==> src/hdl/raic_params.svh <==
/*
 constants for the reset and idle control block: counts, field positions, reset values.
 assumes a 100 MHz sys_clk standing for the oscillator clock.
*/
// Function
// internal reset comes from power monitor, both watchdogs and reset pin
// reset pin held asserted keeps internal reset active; the code lets it drop for two cycles after its own watchdog pulse ends
// hardware watchdog expiry drives a 96-clock reset pulse onto the pin
// power monitor asserts reset at once when power is first applied
// after supply is safe, reset holds until crystal input toggles
// count 1024 clocks after valid clock, then release power-up reset
// supply drop during operation asserts reset at once, no delay count
// power monitor reset goes to core, memories and peripherals
// setting power control bit 0 enters idle mode
// idle stops cpu clock, keeps interrupt, timer, serial clocks running
// idle keeps cpu registers and port pins frozen
// idle drives address latch strobe and program store strobe high
// any enabled interrupt clears idle bit and ends idle
// hardware reset ends idle; pin needs holding only 24 clocks
// idle request bit cleared by hardware on interrupt or reset
// power-off flag set on power-up, software may set or clear it
// internal reset is OR of sources, released synchronously
`ifndef RAIC_PARAMS_SVH
`define RAIC_PARAMS_SVH
`define RAIC_WDT_PULSE_CLKS 96
`define RAIC_PU_DELAY_CLKS 1024
`define RAIC_PIN_MIN_CLKS 24
`define RAIC_IDLE_BIT 0
`define RAIC_POF_BIT 4
`define RAIC_POWER_CONTROL_REG_RESET 8'h10
`define RAIC_POWER_CONTROL_REG_WMASK 8'hdf
`endif

==> src/hdl/raic_pkg.sv <==
/*
 types of the reset and idle control block.
 assumes raic_params.svh is included by the design files.
*/
package raic_pkg;
   typedef enum logic [2:0] {
      RAIC_PU_OFF = 3'b001,
      RAIC_PU_WAIT_CLK = 3'b010,
      RAIC_PU_RUN = 3'b100
   } raic_pu_state_t;
   typedef struct packed {
      logic we;
      logic [7:0] wdata;
   } raic_power_control_reg_wr_t;
   typedef struct packed {
      logic cpu_clk_en;
      logic periph_clk_en;
      logic hold_state;
   } raic_clk_ctl_t;
endpackage

==> src/hdl/raic_pulse_counter.sv <==
/*
 raic_pulse_counter: down counter that stretches a start pulse to a fixed length.
 assumes start is synchronous to sys_clk.
*/
`timescale 1ns/1ps
`default_nettype none
module raic_pulse_counter #(
   parameter int unsigned LEN = 96
) (
   input wire logic sys_clk,
   input wire logic reset_n,
   input wire logic start,
   output logic busy
);
   localparam int W = $clog2(LEN + 1);
   logic [W-1:0] cnt_q;
   logic [W-1:0] cnt_d;
   assign cnt_d = start ? W'(LEN) : (cnt_q != '0) ? cnt_q - W'(1) : cnt_q;
   assign busy = (cnt_q != '0);
   always_ff @(posedge sys_clk) begin
      if (!reset_n) begin
         cnt_q <= '0;
      end else begin
         cnt_q <= cnt_d;
      end
   end
endmodule
`default_nettype wire

==> src/hdl/raic_reset_idle.sv <==
/*
 raic_reset_idle: reset combiner, power-up sequencer, watchdog reset-out and idle control.
 assumes the supply-safe level, crystal activity and reset pin come from outside the
 clock domain; power control writes and interrupt requests come from the core on sys_clk.
*/
`timescale 1ns/1ps
`include "raic_params.svh"
`default_nettype none
module raic_reset_idle (
   input wire logic sys_clk,
   input wire logic reset_n,
   input wire logic supply_safe,
   input wire logic crystal_input,
   input wire logic rst_pin_in,
   output logic rst_pin_out,
   output logic rst_pin_oe,
   input wire logic hw_watchdog_expire,
   input wire logic counter_array_wdt_expire,
   input wire raic_pkg::raic_power_control_reg_wr_t power_control_reg_wr,
   input wire logic enabled_irq,
   output logic [7:0] power_control_reg,
   output logic internal_reset,
   output raic_pkg::raic_clk_ctl_t clk_ctl,
   output logic ale_force_high,
   output logic program_store_strobe_force_high,
   output logic idle_active
);
   // two-stage synchronisers for outside levels
   logic safe_s1_q, safe_q;
   logic xtal_s1_q, xtal_q, xtal_prev_q;
   logic pin_s1_q, pin_q;
   // supply starts unsafe so reset holds until the level is really seen
   always_ff @(posedge sys_clk) begin
      if (!reset_n) begin
         safe_s1_q <= 1'b0;
         safe_q <= 1'b0;
      end else begin
         safe_s1_q <= supply_safe;
         safe_q <= safe_s1_q;
      end
   end
   // third stage only feeds the edge detector, never the first stage
   always_ff @(posedge sys_clk) begin
      if (!reset_n) begin
         xtal_s1_q <= 1'b0;
         xtal_q <= 1'b0;
         xtal_prev_q <= 1'b0;
      end else begin
         xtal_s1_q <= crystal_input;
         xtal_q <= xtal_s1_q;
         xtal_prev_q <= xtal_q;
      end
   end
   always_ff @(posedge sys_clk) begin
      if (!reset_n) begin
         pin_s1_q <= 1'b0;
         pin_q <= 1'b0;
      end else begin
         pin_s1_q <= rst_pin_in;
         pin_q <= pin_s1_q;
      end
   end

   // a level counts once seen; supply loss forgets it so power-up starts over
   function automatic logic seen_next(input logic seen, input logic safe, input logic hit);
      return safe & (seen | hit);
   endfunction

   // crystal seen at both levels; high and low each observed
   logic seen_hi_q, seen_lo_q;
   wire clk_valid = seen_hi_q & seen_lo_q;
   wire xtal_edge = xtal_q ^ xtal_prev_q;
   wire seen_hi_d = seen_next(seen_hi_q, safe_q, xtal_edge & xtal_q);
   wire seen_lo_d = seen_next(seen_lo_q, safe_q, xtal_edge & !xtal_q);
   always_ff @(posedge sys_clk) begin
      if (!reset_n) begin
         seen_hi_q <= 1'b0;
         seen_lo_q <= 1'b0;
      end else begin
         seen_hi_q <= seen_hi_d;
         seen_lo_q <= seen_lo_d;
      end
   end

   // power-up sequencer
   raic_pkg::raic_pu_state_t pu_q, pu_d;
   logic [10:0] pu_cnt_q, pu_cnt_d;
   wire pu_done = (pu_cnt_q == 11'(`RAIC_PU_DELAY_CLKS - 1));
   always_comb begin
      pu_d = pu_q;
      pu_cnt_d = pu_cnt_q;
      case (pu_q)
         raic_pkg::RAIC_PU_OFF: begin
            pu_cnt_d = 11'h000;
            if (safe_q) begin
               pu_d = raic_pkg::RAIC_PU_WAIT_CLK;
            end
         end
         raic_pkg::RAIC_PU_WAIT_CLK: begin
            if (clk_valid) begin
               pu_cnt_d = pu_cnt_q + 11'h001;
               if (pu_done) begin
                  pu_d = raic_pkg::RAIC_PU_RUN;
               end
            end
         end
         raic_pkg::RAIC_PU_RUN: begin
            pu_cnt_d = 11'h000;
         end
         default: begin
            pu_d = raic_pkg::RAIC_PU_OFF;
            pu_cnt_d = 11'h000;
         end
      endcase
      // supply loss overrides every state, no delay count
      if (!safe_q) begin
         pu_d = raic_pkg::RAIC_PU_OFF;
         pu_cnt_d = 11'h000;
      end
   end
   always_ff @(posedge sys_clk) begin
      if (!reset_n) begin
         pu_q <= raic_pkg::RAIC_PU_OFF;
         pu_cnt_q <= 11'h000;
      end else begin
         pu_q <= pu_d;
         pu_cnt_q <= pu_cnt_d;
      end
   end
   wire por_reset = (pu_q != raic_pkg::RAIC_PU_RUN);

   // watchdog reset-out pulse on the pin
   logic wdt_busy;
   raic_pulse_counter #(
      .LEN(`RAIC_WDT_PULSE_CLKS)
   ) u_wdt_pulse (
      .sys_clk(sys_clk),
      .reset_n(reset_n),
      .start(hw_watchdog_expire & !por_reset),
      .busy(wdt_busy)
   );
   assign rst_pin_out = 1'b1;
   assign rst_pin_oe = wdt_busy;

   // own drive is excluded from the pin term to avoid latching the reset forever
   // the pin echo of our pulse arrives two syncs late, so mask that long too;
   // an outside reset shorter than those two cycles after a pulse is lost
   logic [1:0] own_drive_q;
   always_ff @(posedge sys_clk) begin
      if (!reset_n) begin
         own_drive_q <= 2'b00;
      end else begin
         own_drive_q <= {own_drive_q[0], wdt_busy};
      end
   end
   wire own_drive = wdt_busy | own_drive_q[0] | own_drive_q[1];
   wire pin_reset = pin_q & !own_drive;
   wire any_src = por_reset | wdt_busy | counter_array_wdt_expire | pin_reset;

   // release is registered so downstream sees a clean sys_clk edge
   logic int_rst_q;
   always_ff @(posedge sys_clk) begin
      if (!reset_n) begin
         int_rst_q <= 1'b1;
      end else begin
         int_rst_q <= any_src;
      end
   end
   assign internal_reset = int_rst_q | por_reset;

   // reserved bit never stores a one
   function automatic logic [7:0] power_control_reg_masked(input logic [7:0] wdata);
      return wdata & `RAIC_POWER_CONTROL_REG_WMASK;
   endfunction

   // only the power-off flag survives a reset
   function automatic logic [7:0] power_control_reg_after_reset(input logic [7:0] cur, input logic pof_set);
      logic [7:0] v;
      v = 8'h00;
      v[`RAIC_POF_BIT] = cur[`RAIC_POF_BIT] | pof_set;
      return v;
   endfunction

   // power control register
   logic [7:0] power_control_reg_q, power_control_reg_d;
   logic pof_set_q;
   wire power_control_reg_written = power_control_reg_wr.we & !internal_reset;
   always_comb begin
      power_control_reg_d = power_control_reg_q;
      if (power_control_reg_written) begin
         power_control_reg_d = power_control_reg_masked(power_control_reg_wr.wdata);
      end
      if (enabled_irq) begin
         power_control_reg_d[`RAIC_IDLE_BIT] = 1'b0;
      end
      // hardware set wins over a software clear in the same cycle
      if (pof_set_q) begin
         power_control_reg_d[`RAIC_POF_BIT] = 1'b1;
      end
   end
   always_ff @(posedge sys_clk) begin
      if (!reset_n) begin
         power_control_reg_q <= `RAIC_POWER_CONTROL_REG_RESET;
         pof_set_q <= 1'b0;
      end else if (internal_reset) begin
         // reset ends idle; pof kept so software can tell the reset type
         power_control_reg_q <= power_control_reg_after_reset(power_control_reg_q, pof_set_q);
         pof_set_q <= por_reset;
      end else begin
         power_control_reg_q <= power_control_reg_d;
         pof_set_q <= 1'b0;
      end
   end
   assign power_control_reg = power_control_reg_q;

   // idle: cpu clock gated, peripherals run, core and ports frozen
   wire idle = power_control_reg_q[`RAIC_IDLE_BIT];
   assign idle_active = idle;
   assign clk_ctl.cpu_clk_en = !idle;
   assign clk_ctl.periph_clk_en = 1'b1;
   assign clk_ctl.hold_state = idle;
   assign ale_force_high = idle;
   assign program_store_strobe_force_high = idle;
endmodule
`default_nettype wire

==> config.mk <==
export PLATFORM = sky130hd
export DESIGN_NAME = raic_reset_idle
export DESIGN_NICKNAME = d
export VERILOG_FILES = /design/src/hdl/raic_pkg.sv /design/src/hdl/raic_pulse_counter.sv /design/src/hdl/raic_reset_idle.sv
export VERILOG_INCLUDE_DIRS = /design/src /design/src/hdl
export SDC_FILE = /design/constraint.sdc
export NUM_CORES = 1
export LEC_CHECK = 0
export ABC_AREA = 1
export BUFFER_PORTS_ARGS = -buffer_cell sky130_fd_sc_hd__buf_2
export CAP_MARGIN = 20
export CORE_ASPECT_RATIO = 1.75
export CORE_MARGIN = 3
export CORE_UTILIZATION = 61
export CTS_BUF_LIST = sky130_fd_sc_hd__clkbuf_8
export DETAILED_ROUTE_END_ITERATION = 16
export HOLD_SLACK_MARGIN = 0.03
export PLACE_DENSITY = 0.86
export SLEW_MARGIN = 20
export SYNTH_ARGS = -nofsm -noshare
export SYNTH_HDL_FRONTEND = slang
export SYNTH_SLANG_ARGS = --single-unit
export TNS_END_PERCENT = 30
==> constraint.sdc <==
create_clock -name sys_clk -period 2.2 [get_ports sys_clk]
set_input_delay 0.22 -clock sys_clk [delete_from_list [all_inputs] [get_ports sys_clk]]
set_output_delay 0.22 -clock sys_clk [all_outputs]
set_load 0.01 [all_outputs]
## Word-level counts from Yosys, hierarchy flattened

Index checks and enable logic that the tools add are counted.

| cells by class | value |
|---|---|
| $add $sub $neg | 2 |
| muxes and demuxes | 9 |
| reductions and logical operators | 15 |
| bitwise logic cells | 20 |
| equal/unequal tests | 7 |

Operators with widths:

| operator | number |
|---|---|
| 2-to-1 mux 7 bit | 2 |
| adder 11 x 1 -> 11 bit, second input constant | 1 |
| equality test 11 x 10 -> 1 bit, second input constant | 1 |
| 2-to-1 mux 5 bit | 2 |
| bitwise OR 1 bit | 9 |
| case mux 3 bit (3 select lines) | 1 |
| bitwise AND 1 bit | 8 |
| nonzero test 7 bit | 1 |
| subtractor 7 x 1 -> 7 bit, second input constant | 1 |
| 2-to-1 mux 3 bit | 2 |
| AND reduction 3 bit | 2 |
| logical NOT 1 bit | 5 |
| inequality test 2 bit, second input constant | 2 |
| AND reduction 2 bit | 2 |
| OR reduction 2 bit | 2 |
| equality test 3 x 1 -> 1 bit, second input constant | 1 |
| equality test 3 x 2 -> 1 bit, second input constant | 1 |
| equality test 3 bit, second input constant | 1 |
| inequality test 3 bit, second input constant | 1 |
| nonzero test 3 bit | 1 |
| OR reduction 3 bit | 1 |
| 2-to-1 mux 1 bit | 2 |
| inverter 1 bit | 2 |
| nonzero test 2 bit | 1 |
| XOR 1 bit | 1 |

| word-level totals | value |
|---|---|
| logic and storage cells | 72 |
| input bits | 17 |
| bits in registers | 41 |
| output and inout port bits | 17 |

## Depth between registers and ports, before layout

Gate-level depths: netlist of run 1.

| logic depth | value |
|---|---|
| word-level depth | 7 |
| gate-level depth with buffers | 9 |
| mapped depth without buffers | 9 |

## Cells and area by module

Synthesis of run 1 repeated with hierarchy kept, for this count alone.

| second synthesis, totals | value |
|---|---|
| cells, all modules | 241 |
| area total of the unflattened synthesis | 1786.7 um^2 |

By module, submodules not included:

| module | area each (um^2) | cells an instance | instances | seq. area each (um^2) |
|---|---|---|---|---|
| raic_reset_idle | 1421.4 | 193 | 1 | 680.7 |
| raic_pulse_counter | 365.4 | 48 | 1 | 140.1 |

## Worst setup path after synthesis of run 1

No wires, ideal clock.

| timing path | value |
|---|---|
| path kind | register to register |
| start | register u_wdt_pulse.cnt_q[0] |
| end | register u_wdt_pulse.cnt_q[4] |
| data arrival time | 1153 ps |
| data required time | 2084 ps |
| stages on the path, launching flop included | 10 |
| setup time | 116 ps |
| buffers on the path | 0 |
| path slack | 932 ps |
| period minus slack after synthesis | 1268 ps |
| cells stage by stage | dfxtp_1 -> inv_1 -> ha_1 -> inv_1 -> nor2_2 -> nand3_2 -> inv_2 -> nor2_4 -> nand2_2 -> nor2_1 |

| between the ends | value |
|---|---|
| cells in the longest elaborated chain, start to end | 1 |
| elaborated cells between the ends (all ways) | 2 |
| those cells by class | add/sub: 1; reduce/logical: 1 |

RTL lines:

| what | RTL line | RTL |
|---|---|---|
| start, declared | raic_pulse_counter.sv:16 | `logic [W-1:0] cnt_q;` |
| start signal, assigned | raic_pulse_counter.sv:24 | `cnt_q <= cnt_d;` |
| nonzero test 7 bit | n/a |  |
| via rst_pin_oe | raic_reset_idle.sv:16 | `output logic rst_pin_oe,` |

The timed path passes the listed nets, and every way through them passes these cells.
A chain may end at the register's enable or synchronous reset.

## Worst setup path after layout of run 1

| timing path | value |
|---|---|
| start | register u_wdt_pulse.cnt_q[0] |
| end | output port rst_pin_oe |

| between the ends | value |
|---|---|
| cells in the longest elaborated chain, start to end | 1 |

RTL lines:

| what | RTL line | RTL |
|---|---|---|
| nonzero test 7 bit | raic_pulse_counter.sv:19 | `assign busy = (cnt_q != '0);` |
| end, declared | raic_reset_idle.sv:16 |  |

Every way passes these cells.

==> results of run 1 <==
-- per-layer routing --
| layer | wire length (µm) | track usage | up-vias |
|---|---|---|---|
| met5 | 0 | 0 | - |
| met4 | 51 | 0.0886 | 0 |
| met3 | 105 | 0.0603 | 5 |
| met2 | 2030 | 0.413 | 19 |
| met1 | 1220 | 0.197 | 689 |
| li1 | - | - | 775 |
-- power by group through the flow --
stage          logic, W  registers, W  clock network, W
2_1_floorplan  0.000355      0.000872                 0
3_3_place_gp   0.000421      0.000883                 0
3_5_place_dp   0.000445      0.000883                 0
4_1_cts        0.000446      0.000868          0.000621
5_1_grt        0.000506      0.000877          0.000649
6_report       0.000442      0.000870          0.000608
-- placed cells by master (no fill, tap or decap), drive strengths merged, types with 2 or more instances in the layout --
| cell type | instances |
|---|---|
| buf | 29 |
| o21ai | 9 |
| clkbuf | 6 |
| nor3b | 2 |
| nor3 | 3 |
| dfxtp | 41 |
| nor2 | 38 |
| nand2 | 55 |
| nand3 | 18 |
| conb | 3 |
| ha | 2 |
| a21oi | 13 |
| nand4 | 3 |
| inv | 40 |
-- through the flow --
step / cells / power (W) / hold WS [ns] / setup slack [ns] / cell area, µm²
3_5_place_dp: 286 / 0.00133 / 0.400 / 0.780 / 1910
4_1_cts: 294 / 0.00194 / 0.102 / 0.505 / 2030
5_1_grt: 294 / 0.00203 / 0.111 / 0.418 / 2030
6_report: 294 / 0.00192 / 0.110 / 0.524 / 2030
3_3_place_gp: 286 / 0.00130 / 0.393 / 0.849 / 1910
2_1_floorplan: 238 / 0.00123 / 0.318 / 0.932 / 1790
-- critical path, cell delays in order (launching register included) --
cell                      delay (ns)
sky130_fd_sc_hd__dfxtp_1        0.32
sky130_fd_sc_hd__inv_1          0.13
sky130_fd_sc_hd__ha_1           0.24
sky130_fd_sc_hd__inv_1          0.08
sky130_fd_sc_hd__nor2_2         0.09
sky130_fd_sc_hd__nand3_2        0.13
sky130_fd_sc_hd__buf_2          0.17
-- logic make-up after synthesis --
logic type,share of synthesized area
simple gates,0.327
compound gates,0.0744
buf+inv,0.115
flops,0.460
fa+ha+maj,0.0140
xor+xnor,0.00491
other cells,0.00421
-- layout make-up --
class                           count  area, µm²  area share
Sequential cell                    41        821       0.405
Tap cell                           27       33.8      0.0167
Clock inverter                      2       33.8      0.0167
Inverter                           39        149      0.0735
Timing Repair Buffer               29        145      0.0716
Multi-Input combinational cell    150        761       0.376
Clock buffer                        6       82.6      0.0408
-- worst min-delay path by stage --
stage | startpoint | end | slack [ns]
floorplan | rst_pin_in | pin_s1_q | 0.32
global placement | safe_s1_q | safe_q | 0.39
detailed placement | xtal_s1_q | xtal_q | 0.40
CTS | crystal_input | xtal_s1_q | 0.10
global route | crystal_input | xtal_s1_q | 0.11
finish | crystal_input | xtal_s1_q | 0.11
==> results.toml, run 1 <==
[power]
share_clk_of_total_power = 0.317
power.ir.vdd_worst_mv = 0.739
power.density_mw_per_mm2 = 948
power.switching_fraction = 0.298
power.share.combinational = 0.230
power_switching_w = 0.000572
intPower_w = 0.00135
seqPwrFrac = 0.453
power_leakage_nw = 0.993

[sta]
skew_ns = 0.00923
report.final.slew_viol_count = 0
final_number_of_hold_violating_endpoints = 0
layout_worst_path_cycle_share = 0.762
post-route-min-period_ns = 1.68
timing.final.setup_violations = 0
rsz_0062_raised_after_global_routing = "no"
totalNegativeSetupSlack_ns = 0
clock.fmax_ghz = 0.597

[cts]
post_cts.resized_instances = 0
clock_latency_ns = 0.29
path_clk_slew_ns = 0.07
tritoncts.num_buffers = 5
ctsLongestPathBuffers = 2
h-tree-depth = 2
clock_tree.root_cell = "sky130_fd_sc_hd__clkbuf_8"
clock_tree_from_tritoncts = "done"
ctsHoldBuffers = 0
cts_sinks = 41
cts.repair_timing.setup_buffer_count = 0

[synthesis]
synth.top_cells.by_count = "sky130_fd_sc_hd__nand2_1, sky130_fd_sc_hd__dfxtp_1, sky130_fd_sc_hd__nor2_1, sky130_fd_sc_hd__inv_1, sky130_fd_sc_hd__nand3_1"
flop_and_latch_count_out_of_synthesis = 41
syn_avg_cell_area_um2 = 7.52
synth_enable_flop_cells = 0
synth_area_leader_cell = "sky130_fd_sc_hd__dfxtp_1"
asyncSetResetFlopFracSynth = 0
synth.yosys.seq_area_share = 0.460
synthesis.instances = 237
yosys.cell_types.count = 28
post_synth_main_area_contributors = "sky130_fd_sc_hd__dfxtp_1, sky130_fd_sc_hd__nand2_1, sky130_fd_sc_hd__nor2_1"
synthesis.area_mm2 = 0.00178
synth.top_cell.area_share = 0.460
synthesis.yosys.warnings = 0
yosysMostFrequentCell = "sky130_fd_sc_hd__nand2_1"
postSynth.topFlopCell = "sky130_fd_sc_hd__dfxtp_1"

[cells_and_area]
num_antenna_cells = 0
signed_area_change_from_the_synthesized_netlist_to_the_final_layout_pct = 13.6
fin_nets = 285
largest_register_ffs = 11
finalCoreUtilization = 0.736
layout-drive-gt1-share = 0.251
fillCellCount = 233

[setup_path]
critPathKind = "reg2out"
cp-start-kind = "flop"
setup.worst_path.start = "u_wdt_pulse.cnt_q[0]"
critPathCapture = "rst_pin_oe"
start_of_the_worst_register_to_register_path = "u_wdt_pulse.cnt_q[0]"
cp.required_ns = 1.98
rr_endpoint = "u_wdt_pulse.cnt_q[4]"
cp.arrival_ns = 1.46
timing.reg2reg.worst_path_depth = 9
timing.critical_path.to_type = "primary output"
cp_max_fo = 5
regToRegSetupSlack_ns = 0.77

[detailed_routing]
detail_route.wl_per_cell_um = 11.6
routed_wirelength_mm = 3.41
post-route-drc-count = 0
drtIter0Drc = 27
num_vias = 1488
drt.antenna.violating_nets = 0
vias_per_instance = 5.06
drt_pre_antenna_iters = 4

[worst_hold_path]
hold_path.class = "in2reg"
min_delay_path_depth = 3

[floorplan]
initial_core_util = 0.648
floorplan.die.width_um = 46.9
floorplan.io_pins = 34
design.die.area_mm2 = 0.00363
core_region_area_mm2 = 0.00275
floorplan.rows = 25
dieHeight_um = 77.5

[grt]
track_usage = 0.219
grt_overflow_total = 0
grt_pass1_vias = 1454
initial_antenna_violation_count = 0
first_pass_grt_wire_length_mm = 5.80
grt_max_degree = 13

[flow_run]
drv.max_cap_violation_count = 0

[placed_design]
port-buffer-count = 29
dp.final_hpwl_mm = 2.49
globalplace.congestion = 0.815

[run_status]
result_of_the_run = "finished, final reports clean"
(Power assumes the default switching activity.)
==> run 2: changes to the inputs <==
CORE_UTILIZATION = 51   (was 61)
PLACE_DENSITY = 0.76   (was 0.86)
clock period = 1.4 ns   (was 2.2 ns; I/O delays follow)
==> results.toml, run 2 (same netlist as run 1, synthesis figures left out) <==
[run_status]
result_of_the_run = "finished, final reports clean"

[cts]
clock_tree.root_cell = "sky130_fd_sc_hd__clkbuf_8"
clock_tree_from_tritoncts = "done"
h-tree-depth = 2
cts_sinks = 41
path_clk_slew_ns = 0.07
tritoncts.num_buffers = 5
ctsLongestPathBuffers = 2
clock_latency_ns = 0.29

[grt]
met3_usage = 0.0444
grt_pass1_vias = 1470
grt_util_met1 = 0.170
track_usage = 0.184
grt-busiest-layer = "met2"
grt_overflow_total = 0
initial_antenna_violation_count = 0
met2_usage = 0.354
grt_max_degree = 12
first_pass_grt_wire_length_mm = 6.04

[power]
power.ir.vdd_worst_mv = 1.24
power_leakage_nw = 1.01
power.density_mw_per_mm2 = 1450

[sta]
rsz_0062_raised_after_global_routing = "no"
clock.fmax_ghz = 0.758
layout_worst_path_cycle_share = 0.942
final_number_of_hold_violating_endpoints = 0
report.final.slew_viol_count = 0
timing.final.setup_violations = 0
totalNegativeSetupSlack_ns = 0
post-route-min-period_ns = 1.32
skew_ns = 0.00269

[detailed_routing]
vias_per_instance = 4.81
detail_route.wl_per_cell_um = 11.0
num_vias = 1515
post-route-drc-count = 0
drt_pre_antenna_iters = 4
drtIter0Drc = 14
drt.antenna.violating_nets = 0
routed_wirelength_mm = 3.45

[cells_and_area]
fin_nets = 291
largest_register_ffs = 11
layout.cells.most_common = "sky130_fd_sc_hd__nand2_1"
num_antenna_cells = 0
finalNonFillerCells = 315
layout-drive-gt1-share = 0.279
signed_area_change_from_the_synthesized_netlist_to_the_final_layout_pct = 17.9
commonest_non_fill_non_tap_cells_in_the_layout = "sky130_fd_sc_hd__nand2_1, sky130_fd_sc_hd__dfxtp_1, sky130_fd_sc_hd__nor2_1, sky130_fd_sc_hd__inv_1, sky130_fd_sc_hd__buf_2"

[floorplan]
design.die.area_mm2 = 0.00427
floorplan.die.width_um = 50.7
core_region_area_mm2 = 0.00324
dieHeight_um = 84.2
floorplan.io_pins = 34
initial_core_util = 0.550
floorplan.rows = 27

[setup_path]
cp-start-kind = "flop"
regToRegSetupSlack_ns = 0.11
rr_endpoint = "u_wdt_pulse.cnt_q[4]"
start_of_the_worst_register_to_register_path = "u_wdt_pulse.cnt_q[1]"
timing.critical_path.to_type = "primary output"
cp.required_ns = 1.26
cp.arrival_ns = 1.18
cp_max_fo = 2
timing.reg2reg.worst_path_depth = 10
critPathKind = "reg2out"

[worst_hold_path]
min-delay-start = "crystal_input"
timing.hold.worst_endpoint = "xtal_s1_q"
hold_path.class = "in2reg"
min_delay_path_depth = 3

[flow_run]
drv.max_cap_violation_count = 0

[placed_design]
dpl_cells = 305
dp.final_hpwl_mm = 2.55
globalplace.congestion = 0.767
port-buffer-count = 29
==> run 2: timing repair <==
item,4_1_cts,5_1_grt
pin swaps,0,2
endpoints found under the hold margin,2,0
endpoints found under the setup margin,1,6
resized for setup,0,11
hold buffers,2,0
setup buffers,1,0
==> run 2: cell type report <==
type                            count  area (µm²)
Clock buffer                        6        82.6
Timing Repair Buffer               35         201
Multi-Input combinational cell    150         787
Clock inverter                      1        3.75
Inverter                           39         151
Sequential cell                    41         822
Fill cell                         321        1140
Tap cell                           43        53.8
==> run 2: worst max-delay path, cell delays in order, from the launching register on <==
cell	delay, ns
sky130_fd_sc_hd__dfxtp_2	0.33
sky130_fd_sc_hd__inv_2	0.07
sky130_fd_sc_hd__ha_4	0.15
sky130_fd_sc_hd__inv_4	0.04
sky130_fd_sc_hd__nor2_4	0.09
sky130_fd_sc_hd__nand3_2	0.08
sky130_fd_sc_hd__buf_6	0.13
==> run 2: routing by layer <==
layer	vias to the layer above	share of wire
met3	9	0.034
met4	0	0.034
met2	20	0.58
met5	-	0
li1	789	-
met1	697	0.36
==> run 2: worst max path at each step <==
stage | end | slack, ns | cells past startpoint | startpoint
6_report | rst_pin_oe | 0.08 | 6 | u_wdt_pulse.cnt_q[1]
5_1_grt | rst_pin_oe | 0.01 | 6 | u_wdt_pulse.cnt_q[1]
4_1_cts | rst_pin_oe | 0.03 | 6 | u_wdt_pulse.cnt_q[0]
3_5_place_dp | u_wdt_pulse.cnt_q[4] | 0.13 | 9 | u_wdt_pulse.cnt_q[0]
3_3_place_gp | u_wdt_pulse.cnt_q[4] | 0.14 | 9 | u_wdt_pulse.cnt_q[0]
2_1_floorplan | u_wdt_pulse.cnt_q[4] | 0.13 | 9 | u_wdt_pulse.cnt_q[0]
==> run 2: metrics by stage <==
step / hold slack, ns / utilization / cell area, µm² / setup slack [ns] / total power, W
after floorplan: 0.238 / - / 1790 / 0.132 / 0.00193
after global placement: 0.323 / 0.602 / 1950 / 0.142 / 0.00210
after detailed placement: 0.328 / 0.602 / 1950 / 0.133 / 0.00212
after CTS: 0.0314 / 0.637 / 2070 / 0.0258 / 0.00292
after global routing: 0.0563 / 0.648 / 2100 / 0.0122 / 0.00324
final: 0.0365 / 0.648 / 2100 / 0.0814 / 0.00304
==> run 2: power by group <==
part / internal (W) / switching [W] / leakage, nW / total [W]
clock: 0.000383 / 0.000366 / 0.0485 / 0.000749
combinational: 0.000421 / 0.000494 / 0.627 / 0.000915
sequential: 0.00128 / 0.0000938 / 0.334 / 0.00138
total: 0.00209 / 0.000954 / 1.01 / 0.00304
